--- src/logic/sfr_bank_pkg.sv ---
// Shared constants for the special-function register bank.
package sfr_bank_pkg;

  // ********************************
  // Register indices (byte address is four times the index)
  // ********************************
  localparam logic [7:0] IDX_BIT_OP   = 8'h00;
  localparam logic [7:0] IDX_PORT0    = 8'h80;
  localparam logic [7:0] IDX_STACK    = 8'h81;
  localparam logic [7:0] IDX_MODE0A   = 8'h84;
  localparam logic [7:0] IDX_MODE0B   = 8'h85;
  localparam logic [7:0] IDX_KEYPAD   = 8'h86;
  localparam logic [7:0] IDX_PWR      = 8'h87;
  localparam logic [7:0] IDX_TCTL     = 8'h88;
  localparam logic [7:0] IDX_TMODE    = 8'h89;
  localparam logic [7:0] IDX_T0LO     = 8'h8a;
  localparam logic [7:0] IDX_T1LO     = 8'h8b;
  localparam logic [7:0] IDX_T0HI     = 8'h8c;
  localparam logic [7:0] IDX_T1HI     = 8'h8d;
  localparam logic [7:0] IDX_PORT1    = 8'h90;
  localparam logic [7:0] IDX_MODE1A   = 8'h91;
  localparam logic [7:0] IDX_MODE1B   = 8'h92;
  localparam logic [7:0] IDX_DIVIDER  = 8'h95;
  localparam logic [7:0] IDX_SCTL     = 8'h98;
  localparam logic [7:0] IDX_SBUFFER  = 8'h99;
  localparam logic [7:0] IDX_PORT2    = 8'ha0;
  localparam logic [7:0] IDX_MODE2A   = 8'ha4;
  localparam logic [7:0] IDX_MODE2B   = 8'ha5;
  localparam logic [7:0] IDX_WD_FEED  = 8'ha6;
  localparam logic [7:0] IDX_WD_CTL   = 8'ha7;
  localparam logic [7:0] IDX_STATION  = 8'ha9;
  localparam logic [7:0] IDX_SMASK    = 8'hb9;
  localparam logic [7:0] IDX_STATUS   = 8'hd0;
  localparam logic [7:0] IDX_DIG_DIS  = 8'hf6;
  localparam logic [7:0] IDX_IPRIO_B  = 8'hf7;

  // ********************************
  // Reset values and implemented-bit masks
  // ********************************
  localparam logic [7:0] STACK_RESET    = 8'h07;
  localparam logic [7:0] MASK_MODE1     = 8'hd3;
  localparam logic [7:0] MASK_PORT2     = 8'h03;
  localparam logic [7:0] MASK_WD_CTL    = 8'h3f;
  localparam logic [7:0] WD_CTL_WDT_RST = 8'h3d;
  localparam logic [7:0] WD_CTL_ENABLED = 8'h1d;
  localparam logic [7:0] WD_CTL_OFF     = 8'h0d;
  localparam int         PWR_BROWNOUT   = 5;
  localparam int         PWR_POWER_ON   = 4;

  // ********************************
  // Bit operation register fields
  // ********************************
  localparam int         BIT_OP_POS  = 8;
  localparam int         BIT_VAL_POS = 16;
  localparam logic [1:0] BIT_OP_SET  = 2'h1;
  localparam logic [1:0] BIT_OP_CLR  = 2'h2;

  // ********************************
  // Machine cycle timing
  // ********************************
  localparam logic [3:0] FAST_CYCLE_CLOCKS     = 4'h6;
  localparam logic [3:0] STANDARD_CYCLE_CLOCKS = 4'hc;

  localparam logic [1:0] RESP_OKAY   = 2'h0;
  localparam logic [1:0] RESP_SLVERR = 2'h2;

endpackage

--- src/logic/pin_input_sync.sv ---
// Three-stage synchroniser with agreement filter for asynchronous inputs.
`timescale 1ns/100ps
`default_nettype none
module pin_input_sync
  import sfr_bank_pkg::*;
#(
  parameter int WIDTH = 8
)(
  input  wire logic             clk,
  input  wire logic             rst_n,
  input  wire logic [WIDTH-1:0] pins,
  output logic      [WIDTH-1:0] synced
);
  logic [WIDTH-1:0] stage_one;
  logic [WIDTH-1:0] stage_two;
  logic [WIDTH-1:0] stage_three;

  // A bit counts only once the last two stages agree, which hides a
  // metastable settle in the second stage from the register bank.
  always_ff @(posedge clk or negedge rst_n)
  begin
    if (!rst_n)
    begin
      stage_one   <= '0;
      stage_two   <= '0;
      stage_three <= '0;
      synced      <= '0;
    end
    else
    begin
      stage_one   <= pins;
      stage_two   <= stage_one;
      stage_three <= stage_two;
      for (int i = 0; i < WIDTH; i++)
      begin
        if (stage_two[i] == stage_three[i])
        begin
          synced[i] <= stage_three[i];
        end
      end
    end
  end
endmodule
`default_nettype wire

--- src/logic/machine_cycle_timer.sv ---
// CPU clock divider and machine cycle generator.
`timescale 1ns/100ps
`default_nettype none
module machine_cycle_timer
  import sfr_bank_pkg::*;
(
  input  wire logic       clk,
  input  wire logic       rst_n,
  input  wire logic [7:0] divider,
  input  wire logic       standard_timing_select,
  output logic            cpu_clock_enable,
  output logic            machine_cycle_enable,
  output logic [3:0]      cycle_phase
);
  logic [7:0] divide_count;
  logic [3:0] cycle_length;
  logic       tick;

  assign cycle_length = standard_timing_select ? STANDARD_CYCLE_CLOCKS
                                               : FAST_CYCLE_CLOCKS;
  assign tick         = divide_count >= divider;

  always_ff @(posedge clk or negedge rst_n)
  begin
    if (!rst_n)
    begin
      divide_count     <= '0;
      cpu_clock_enable <= 1'b0;
    end
    else if (tick)
    begin
      divide_count     <= '0;
      cpu_clock_enable <= 1'b1;
    end
    else
    begin
      divide_count     <= divide_count + 8'h01;
      cpu_clock_enable <= 1'b0;
    end
  end

  // Phase moves on the divider tick itself, so a machine cycle pulse
  // always coincides with a CPU clock pulse.
  // six or twelve CPU clock cycle
  always_ff @(posedge clk or negedge rst_n)
  begin
    if (!rst_n)
    begin
      cycle_phase          <= '0;
      machine_cycle_enable <= 1'b0;
    end
    else if (tick)
    begin
      machine_cycle_enable <= (cycle_phase == cycle_length - 4'h1);
      cycle_phase <= (cycle_phase >= cycle_length - 4'h1) ? 4'h0 : cycle_phase + 4'h1;
    end
    else
    begin
      machine_cycle_enable <= 1'b0;
    end
  end
endmodule
`default_nettype wire

--- src/logic/sfr_bank_reset_and_cycle.sv ---
// Special-function register bank with AXI4-Lite access and cycle timing.
//
// Register access over AXI4-Lite was chosen for this implementation.
`timescale 1ns/100ps
`default_nettype none

// Overview of operation
// - Unimplemented register bits read back with no meaning attached.
// - Unused bits count as zero in listed reset values.
// - Port latches reset to the pin reset level configuration bit.
// - Any reset clears power control low nibble; brownout and power-on flags kept.
// - Power-on flag is set by hardware at supply power up.
// - Brownout flag is set on brownout events and at power up.
// - Watchdog control resets to one of three values by cause and enable.
// - Serial buffer is never initialised by reset.
// - Timer control holds overflow, run, edge and type bits.
// - Ports, status word, serial and timer control allow single-bit access.
// - Watchdog control holds six low bits, top two unused.
// - Port 0 input disable resets to zero, one bit per pin.
// - Port 0 reads return zero on disabled input pins.
// - A machine cycle is six oscillator periods by default.
// - Most instructions take six or twelve CPU clocks.
// - Standard timing option makes a machine cycle twelve periods.
// - CPU clock comes through a programmable divider.
// - Power control holds serial mode, flags, power-down and idle bits.
// - Port 2 mode one holds drive selects, clock output, toggle enables, pin modes.
module sfr_bank_reset_and_cycle
  import sfr_bank_pkg::*;
(
  input  wire logic        clk,
  input  wire logic        rst_n,
  input  wire logic        power_on_rst_n,
  input  wire logic [9:0]  s_axi_awaddr,
  input  wire logic        s_axi_awvalid,
  output logic             s_axi_awready,
  input  wire logic [31:0] s_axi_wdata,
  input  wire logic [3:0]  s_axi_wstrb,
  input  wire logic        s_axi_wvalid,
  output logic             s_axi_wready,
  output logic [1:0]       s_axi_bresp,
  output logic             s_axi_bvalid,
  input  wire logic        s_axi_bready,
  input  wire logic [9:0]  s_axi_araddr,
  input  wire logic        s_axi_arvalid,
  output logic             s_axi_arready,
  output logic [31:0]      s_axi_rdata,
  output logic [1:0]       s_axi_rresp,
  output logic             s_axi_rvalid,
  input  wire logic        s_axi_rready,
  input  wire logic [7:0]  port_zero_pins,
  input  wire logic [7:0]  port_one_pins,
  input  wire logic [7:0]  port_two_pins,
  input  wire logic        brownout_event,
  input  wire logic        watchdog_reset_cause,
  input  wire logic        watchdog_enabled_config,
  input  wire logic        pin_reset_level_select,
  input  wire logic        standard_timing_select,
  output logic [7:0]       port_zero_latch,
  output logic [7:0]       port_one_latch,
  output logic [7:0]       port_two_latch,
  output logic [7:0]       power_control,
  output logic [7:0]       timer_control,
  output logic [7:0]       watchdog_control,
  output logic [7:0]       port_two_mode_one,
  output logic [7:0]       port_zero_input_disable,
  output logic             watchdog_feed_pulse,
  output logic             cpu_clock_enable,
  output logic             machine_cycle_enable
);

  // ********************************
  // Decode helpers
  // ********************************
  function automatic logic is_mapped(input logic [7:0] idx);
    unique case (idx)
      IDX_PORT0, IDX_STACK, IDX_MODE0A, IDX_MODE0B, IDX_KEYPAD, IDX_PWR, IDX_TCTL,
      IDX_TMODE, IDX_T0LO, IDX_T1LO, IDX_T0HI, IDX_T1HI, IDX_PORT1, IDX_MODE1A,
      IDX_MODE1B, IDX_DIVIDER, IDX_SCTL, IDX_SBUFFER, IDX_PORT2, IDX_MODE2A,
      IDX_MODE2B, IDX_WD_FEED, IDX_WD_CTL, IDX_STATION, IDX_SMASK, IDX_STATUS,
      IDX_DIG_DIS, IDX_IPRIO_B, IDX_BIT_OP:
        is_mapped = 1'b1;
      default:
        is_mapped = 1'b0;
    endcase
  endfunction

  // Unused positions are never stored, so they read as zero and also
  // count as zero in every reset value.
  function automatic logic [7:0] used_bits(input logic [7:0] idx);
    unique case (idx)
      IDX_MODE1A, IDX_MODE1B:
        used_bits = MASK_MODE1;
      IDX_PORT2, IDX_MODE2B:
        used_bits = MASK_PORT2;
      IDX_WD_CTL:
        used_bits = MASK_WD_CTL;
      default:
        used_bits = 8'hff;
    endcase
  endfunction

  function automatic logic bit_addressable(input logic [7:0] idx);
    bit_addressable = (idx == IDX_PORT0) || (idx == IDX_PORT1) || (idx == IDX_PORT2) ||
                      (idx == IDX_STATUS) || (idx == IDX_SCTL) || (idx == IDX_TCTL);
  endfunction

  // ********************************
  // Reset release and input synchronisers
  // ********************************
  logic        rst_meta_n;
  logic        rst_sync_n;
  logic [24:0] synced;
  logic [7:0]  pin_zero;
  logic [7:0]  pin_one;
  logic [7:0]  pin_two;
  logic        brownout_seen;
  logic        brownout_prev;
  logic        init_pending;

  always_ff @(posedge clk or negedge rst_n)
  begin
    if (!rst_n)
    begin
      rst_meta_n <= 1'b0;
      rst_sync_n <= 1'b0;
    end
    else
    begin
      rst_meta_n <= 1'b1;
      rst_sync_n <= rst_meta_n;
    end
  end

  pin_input_sync #(
    .WIDTH (25)
  ) i_pin_input_sync (
    .clk    (clk),
    .rst_n  (rst_sync_n),
    .pins   ({brownout_event, port_two_pins, port_one_pins, port_zero_pins}),
    .synced (synced)
  );

  assign pin_zero      = synced[7:0];
  assign pin_one       = synced[15:8];
  assign pin_two       = synced[23:16];
  assign brownout_seen = synced[24] && !brownout_prev;

  // ********************************
  // AXI4-Lite write channel
  // ********************************
  logic        aw_held;
  logic        w_held;
  logic [7:0]  aw_index;
  logic [31:0] w_data;
  logic [3:0]  w_strb;
  logic        write_fire;
  logic        write_ok;

  assign s_axi_awready = !aw_held && !s_axi_bvalid;
  assign s_axi_wready  = !w_held && !s_axi_bvalid;
  assign write_fire    = aw_held && w_held && !s_axi_bvalid;
  assign write_ok      = is_mapped(aw_index) && w_strb[0];

  always_ff @(posedge clk or negedge rst_sync_n)
  begin
    if (!rst_sync_n)
    begin
      aw_held      <= 1'b0;
      w_held       <= 1'b0;
      aw_index     <= '0;
      w_data       <= '0;
      w_strb       <= '0;
      s_axi_bvalid <= 1'b0;
      s_axi_bresp  <= RESP_OKAY;
    end
    else
    begin
      if (s_axi_awvalid && s_axi_awready)
      begin
        aw_held  <= 1'b1;
        aw_index <= s_axi_awaddr[9:2];
      end
      if (s_axi_wvalid && s_axi_wready)
      begin
        w_held <= 1'b1;
        w_data <= s_axi_wdata;
        w_strb <= s_axi_wstrb;
      end
      if (write_fire)
      begin
        aw_held      <= 1'b0;
        w_held       <= 1'b0;
        s_axi_bvalid <= 1'b1;
        s_axi_bresp  <= is_mapped(aw_index) ? RESP_OKAY : RESP_SLVERR;
      end
      else if (s_axi_bvalid && s_axi_bready)
      begin
        s_axi_bvalid <= 1'b0;
      end
    end
  end

  // ********************************
  // Register storage
  // ********************************
  logic [7:0] regs [128];
  logic [7:0] serial_buffer;
  logic [7:0] bit_address;
  logic [7:0] bit_byte;
  logic [7:0] bit_mask;
  logic [7:0] next_bit_address;
  logic [1:0] bit_op;
  logic       bit_write;
  logic       byte_write;
  logic       brownout_flag;
  logic       power_on_flag;

  assign bit_op           = w_data[BIT_OP_POS+1:BIT_OP_POS];
  assign next_bit_address = w_data[7:0];
  assign bit_byte         = {next_bit_address[7:3], 3'h0};
  assign bit_mask         = used_bits(bit_byte);
  assign byte_write       = write_fire && write_ok && aw_index[7];
  assign bit_write        = write_fire && write_ok && (aw_index == IDX_BIT_OP) &&
                            next_bit_address[7] && bit_addressable(bit_byte) &&
                            (bit_op == BIT_OP_SET || bit_op == BIT_OP_CLR);

  always_ff @(posedge clk or negedge rst_sync_n)
  begin
    if (!rst_sync_n)
    begin
      for (int i = 0; i < 128; i++)
      begin
        regs[i] <= 8'h00;
      end
      regs[IDX_STACK[6:0]] <= STACK_RESET;
      init_pending         <= 1'b1;
    end
    else if (init_pending)
    begin
      init_pending <= 1'b0;
      regs[IDX_PORT0[6:0]] <= {8{pin_reset_level_select}};
      regs[IDX_PORT1[6:0]] <= {8{pin_reset_level_select}};
      regs[IDX_PORT2[6:0]] <= {8{pin_reset_level_select}} & MASK_PORT2;
      if (watchdog_reset_cause)
      begin
        regs[IDX_WD_CTL[6:0]] <= WD_CTL_WDT_RST;
      end
      else if (watchdog_enabled_config)
      begin
        regs[IDX_WD_CTL[6:0]] <= WD_CTL_ENABLED;
      end
      else
      begin
        regs[IDX_WD_CTL[6:0]] <= WD_CTL_OFF;
      end
    end
    else if (byte_write && aw_index != IDX_SBUFFER && aw_index != IDX_WD_FEED)
    begin
      regs[aw_index[6:0]] <= w_data[7:0] & used_bits(aw_index);
    end
    else if (bit_write)
    begin
      regs[bit_byte[6:0]][next_bit_address[2:0]] <= (bit_op == BIT_OP_SET) &&
                                                    bit_mask[next_bit_address[2:0]];
    end
  end

  always_ff @(posedge clk)
  begin
    if (byte_write && aw_index == IDX_SBUFFER)
    begin
      serial_buffer <= w_data[7:0];
    end
  end

  always_ff @(posedge clk or negedge rst_sync_n)
  begin
    if (!rst_sync_n)
    begin
      bit_address <= '0;
    end
    else if (write_fire && write_ok && aw_index == IDX_BIT_OP)
    begin
      bit_address <= next_bit_address;
    end
  end

  // ********************************
  // Power flags kept across ordinary resets
  // ********************************
  // These flags see only the power-up reset, which sets them, so a brownout or watchdog reset
  // leaves the cause visible to software afterwards.
  always_ff @(posedge clk or negedge power_on_rst_n)
  begin
    if (!power_on_rst_n)
    begin
      power_on_flag <= 1'b1;
      brownout_flag <= 1'b1;
      brownout_prev <= 1'b0;
    end
    else
    begin
      brownout_prev <= synced[24];
      if (brownout_seen)
      begin
        brownout_flag <= 1'b1;
      end
      else if (byte_write && aw_index == IDX_PWR)
      begin
        brownout_flag <= w_data[PWR_BROWNOUT];
      end
      else if (bit_write && bit_byte == IDX_PWR && next_bit_address[2:0] == 3'h5)
      begin
        brownout_flag <= bit_op == BIT_OP_SET;
      end
      if (byte_write && aw_index == IDX_PWR)
      begin
        power_on_flag <= w_data[PWR_POWER_ON];
      end
    end
  end

  // ********************************
  // Outputs and read path
  // ********************************
  logic [7:0] read_byte;
  logic [7:0] ar_index;
  logic [7:0] ar_bit_byte;

  assign power_control = {regs[IDX_PWR[6:0]][7:6], brownout_flag, power_on_flag,
                          regs[IDX_PWR[6:0]][3:0]};
  assign timer_control           = regs[IDX_TCTL[6:0]];
  assign port_zero_latch         = regs[IDX_PORT0[6:0]];
  assign port_one_latch          = regs[IDX_PORT1[6:0]];
  assign port_two_latch          = regs[IDX_PORT2[6:0]];
  assign watchdog_control        = regs[IDX_WD_CTL[6:0]];
  assign port_two_mode_one       = regs[IDX_MODE2A[6:0]];
  assign port_zero_input_disable = regs[IDX_DIG_DIS[6:0]];
  assign ar_index                = s_axi_araddr[9:2];
  assign ar_bit_byte             = {bit_address[7:3], 3'h0};

  always_ff @(posedge clk or negedge rst_sync_n)
  begin
    if (!rst_sync_n)
    begin
      watchdog_feed_pulse <= 1'b0;
    end
    else
    begin
      watchdog_feed_pulse <= byte_write && aw_index == IDX_WD_FEED;
    end
  end

  always_comb
  begin
    read_byte = 8'h00;
    unique case (ar_index)
      IDX_PORT0:
        read_byte = pin_zero & ~regs[IDX_DIG_DIS[6:0]];
      IDX_PORT1:
        read_byte = pin_one;
      IDX_PORT2:
        read_byte = pin_two & MASK_PORT2;
      IDX_PWR:
        read_byte = power_control;
      IDX_SBUFFER:
        read_byte = serial_buffer;
      IDX_WD_FEED:
        read_byte = 8'h00;
      default:
        read_byte = ar_index[7] ? regs[ar_index[6:0]] : 8'h00;
    endcase
  end

  assign s_axi_arready = !s_axi_rvalid;

  always_ff @(posedge clk or negedge rst_sync_n)
  begin
    if (!rst_sync_n)
    begin
      s_axi_rvalid <= 1'b0;
      s_axi_rdata  <= '0;
      s_axi_rresp  <= RESP_OKAY;
    end
    else if (s_axi_arvalid && s_axi_arready)
    begin
      s_axi_rvalid <= 1'b1;
      s_axi_rresp  <= is_mapped(ar_index) ? RESP_OKAY : RESP_SLVERR;
      if (ar_index == IDX_BIT_OP)
      begin
        s_axi_rdata <= 32'h0;
        s_axi_rdata[7:0] <= bit_address;
        s_axi_rdata[BIT_VAL_POS] <= bit_address[7] &&
                                    regs[ar_bit_byte[6:0]][bit_address[2:0]];
      end
      else
      begin
        s_axi_rdata <= {24'h0, read_byte};
      end
    end
    else if (s_axi_rvalid && s_axi_rready)
    begin
      s_axi_rvalid <= 1'b0;
    end
  end

  // ********************************
  // Machine cycle timing
  // ********************************
  machine_cycle_timer i_machine_cycle_timer (
    .clk                    (clk),
    .rst_n                  (rst_sync_n),
    .divider                (regs[IDX_DIVIDER[6:0]]),
    .standard_timing_select (standard_timing_select),
    .cpu_clock_enable       (cpu_clock_enable),
    .machine_cycle_enable   (machine_cycle_enable),
    .cycle_phase            ()
  );

endmodule
`default_nettype wire

--- config.mk ---
export PLATFORM = sky130hd
export DESIGN_NAME = sfr_bank_reset_and_cycle
export DESIGN_NICKNAME = d
export VERILOG_FILES = /design/src/logic/sfr_bank_pkg.sv /design/src/logic/pin_input_sync.sv /design/src/logic/machine_cycle_timer.sv /design/src/logic/sfr_bank_reset_and_cycle.sv
export SDC_FILE = /design/constraint.sdc
export NUM_CORES = 2
export LEC_CHECK = 0
export BUFFER_PORTS_ARGS = -buffer_cell sky130_fd_sc_hd__buf_2
export CAP_MARGIN = 0
export CELL_PAD_IN_SITES_DETAIL_PLACEMENT = 0
export CELL_PAD_IN_SITES_GLOBAL_PLACEMENT = 1
export CORE_ASPECT_RATIO = 0.5
export CORE_MARGIN = 1.5
export CORE_UTILIZATION = 50
export CTS_CLUSTER_SIZE = 8
export DETAILED_ROUTE_END_ITERATION = 10
export PLACE_DENSITY_LB_ADDON = 0.08
export SKIP_CTS_REPAIR_TIMING = 1
export SLEW_MARGIN = 10
export SYNTH_ARGS = -nofsm -noshare
export SYNTH_HDL_FRONTEND = slang
export SYNTH_HIERARCHICAL = 1
export SYNTH_SLANG_ARGS = --single-unit
--- constraint.sdc ---
create_clock -name clk -period 77.4 [get_ports clk]
set_input_delay 23.22 -clock clk [delete_from_list [all_inputs] [get_ports clk]]
set_output_delay 23.22 -clock clk [all_outputs]
set_load 0.02 [all_outputs]
==> impl_results.md <==
- Placed cell areas: 47400 um^2
- Clk_lat worst skew: 0.76 ns
- PortBufs: 140
- Kind of critical path: input port to register
- NumNets Final: 3079
- Layout cells sized above 1: 31.1%
- Initial antenna violation count: 6
- Worst EP arrival: 27.36 ns
- Final Critical Period: 26.75 ns
- Worst Setup End Kind: register
- Crit Path Max Fanout: 98
- Final hold vios: 0
- Synthesized area: 49000 um^2
- Final WS setup: 50.65 ns
- Final Instance Area: 51800 um^2
- Top cell by count, worst path: mux4_2
- Unrepaired setup endpoints after global routing: false
- Clk_skew: 0.0185 ns
- Residual DRC count: 0
- Worst rel slew slack: between 10 and 15%
- Num rows: 80
- Fin crit share: 34.6%
- Avg Inst Size Synth: 13.3 um^2
- DRT iter0 DRCs: 2371
- Clock transition at path regs: 0.05 ns
- Setup TNS: 0 ns
- DP HPWL: slightly above 80000 um
- Iteration count of the initial detailed-routing pass: 6
- Pre-CTS WS: 49.77 ns
- Worst-Margin Slew: 1.28 ns
- TritonCTS Buffers: 164
- Leakage: approximately 24 nW
- Slowest stage delay, CP: 0.73 ns
- Htree depth: 4
- Vias in the first global route: 26600
- TritonCTS clock tree: built
- Vias per cell: just under 6
- Num ports: 201
- FMAX: 37.4 MHz
- Die ar.: ~100000 um^2
- Routed WL: 124000 um
- Sink Count: 1171
- Die Height: 224 um
- Cells after Synth: 3675
- Die width: 446 um
- Post-DRT Antenna Nets: 0
- Total track usage: ~26%
- WL/cell: approximately 29 um
- Clock Path Buffers: 3
- Routed vias: 24900
- Fill cells: 7701
- Grt ovf: 0
- Area Overhead vs Synth: 5.71%
- Crit-path slowest cell: buf_4
- Worst-path cell chain: buf_8 -> buf_12 -> buf_4 -> mux4_2 -> mux4_2 -> a22oi_1 -> a21oi_1 -> a211oi_1 -> o21ai_0
- Max Slew Vio Count: 0
- Initial core utilization: slightly above 50%
- FF/Latch Area: ~29000 um^2
- First-pass GRT wire length: 185000 um
- Hold Path Class: register to register
- Footprint of the multi-input gates: 15200 um^2
- Maximum VDD drop: 0.0000227 V
- Reg2reg setup slack: 72.82 ns
- Startpoint Class: input port
- Core Footprint: about 96000 um^2
- PwrDens: 28.0 nW/um^2
- Yosys warnings: 6
- Largest net degree at the start of global routing: 165
- Root buffer cell: clkbuf_16
- Routability Congestion: 0.867
- Max cap viols: 0
- Setup violators final: 0
- Status: finished, final reports clean
- Req. time, crit path: 78.02 ns
## flip-flops by register name (all words and copies together) (netlist names), 4 cells and up
name,count
port_zero_input_disable,8
i_pin_input_sync/stage_one,19
i_machine_cycle_timer/divide_count,8
regs,962
port_one_latch,8
i_pin_input_sync/stage_three,19
port_two_latch,8
port_two_mode_one,8
s_axi_rdata,9
watchdog_control,8
i_pin_input_sync/stage_two,19
i_pin_input_sync/synced,19
timer_control,8
bit_address,8
serial_buffer,8
port_zero_latch,8
i_machine_cycle_timer/cycle_phase,4
power_control,6
w_data,10
aw_index,8
## where the power goes
group / internal [mW] / switching, mW
sequential: 0.628 / 0.0346
clock: 0.377 / 0.252
combinational: 0.0499 / 0.109
## path summary, 6_finish.rpt
kind | startpoint | to | cells past startpoint
hold / removal | i_pin_input_sync/stage_one[14] | i_pin_input_sync/stage_two[14] | 0
setup reg to reg | aw_index[2] | regs[930] | 7
min in group asynchronous | rst_sync_n | regs[132] | 0
hold reg to reg | i_pin_input_sync/stage_one[14] | i_pin_input_sync/stage_two[14] | 0
setup / recovery | s_axi_araddr[3] | s_axi_rdata[4] | 9
max in group asynchronous | power_on_rst_n | brownout_flag | 1
## worst max-delay path, delay by kind of cell
kind	cells	cell delay (ns)
AO/OA/AOI/OAI	4	0.98
multiplexers	2	1.06
buffers and inverters	3	1.83
## cells in the final DEF, fill, tap and decap left out, types with 25 or more instances in the layout
cell type,instances
nand3_1,47
mux2_2,177
inv_1,25
a22oi_1,80
nor2_1,91
dfrtp_1,1154
conb_1,27
nand2_1,110
buf_2,136
a21oi_1,59
buf_4,47
mux2i_1,57
o21ai_0,112
clkbuf_16,165
mux4_2,312
## metrics by stage
| step | power [mW] | hold slack, ns | cells | util (%) |
|---|---|---|---|---|
| 6_report | 1.45 | 0.345 | 4315 | 53.8 |
| 5_1_grt | 1.51 | 0.349 | 4314 | 53.8 |
| 4_1_cts | 1.46 | 0.347 | 4311 | 53.8 |
| 3_5_place_dp | 0.831 | 0.336 | 4118 | 49.3 |
| 3_3_place_gp | 0.829 | 0.335 | 4118 | 49.3 |
| 2_1_floorplan | 0.770 | 0.331 | 3700 | - |
## routing by layer
layer	part of all wire, %	GRT usage, %	vias up	wire length [um]
li1	-	-	10800	-
met1	49	41.3	13200	61000
met2	42	34.9	845	52300
met3	7.1	5.99	150	8770
met4	1.6	6.51	0	2030
met5	0	0	-	0
## layout make-up
cell class,instances,share of cell area (%)
Antenna cell,4,0.0193
Timing Repair Buffer,189,2.21
Multi-Input combinational cell,1420,29.3
Sequential cell,1171,56.7
Clock inverter,9,0.312
Inverter,26,0.188
Tap cell,1312,3.17
Clock buffer,184,8.11
(Power assumes the default switching activity.)
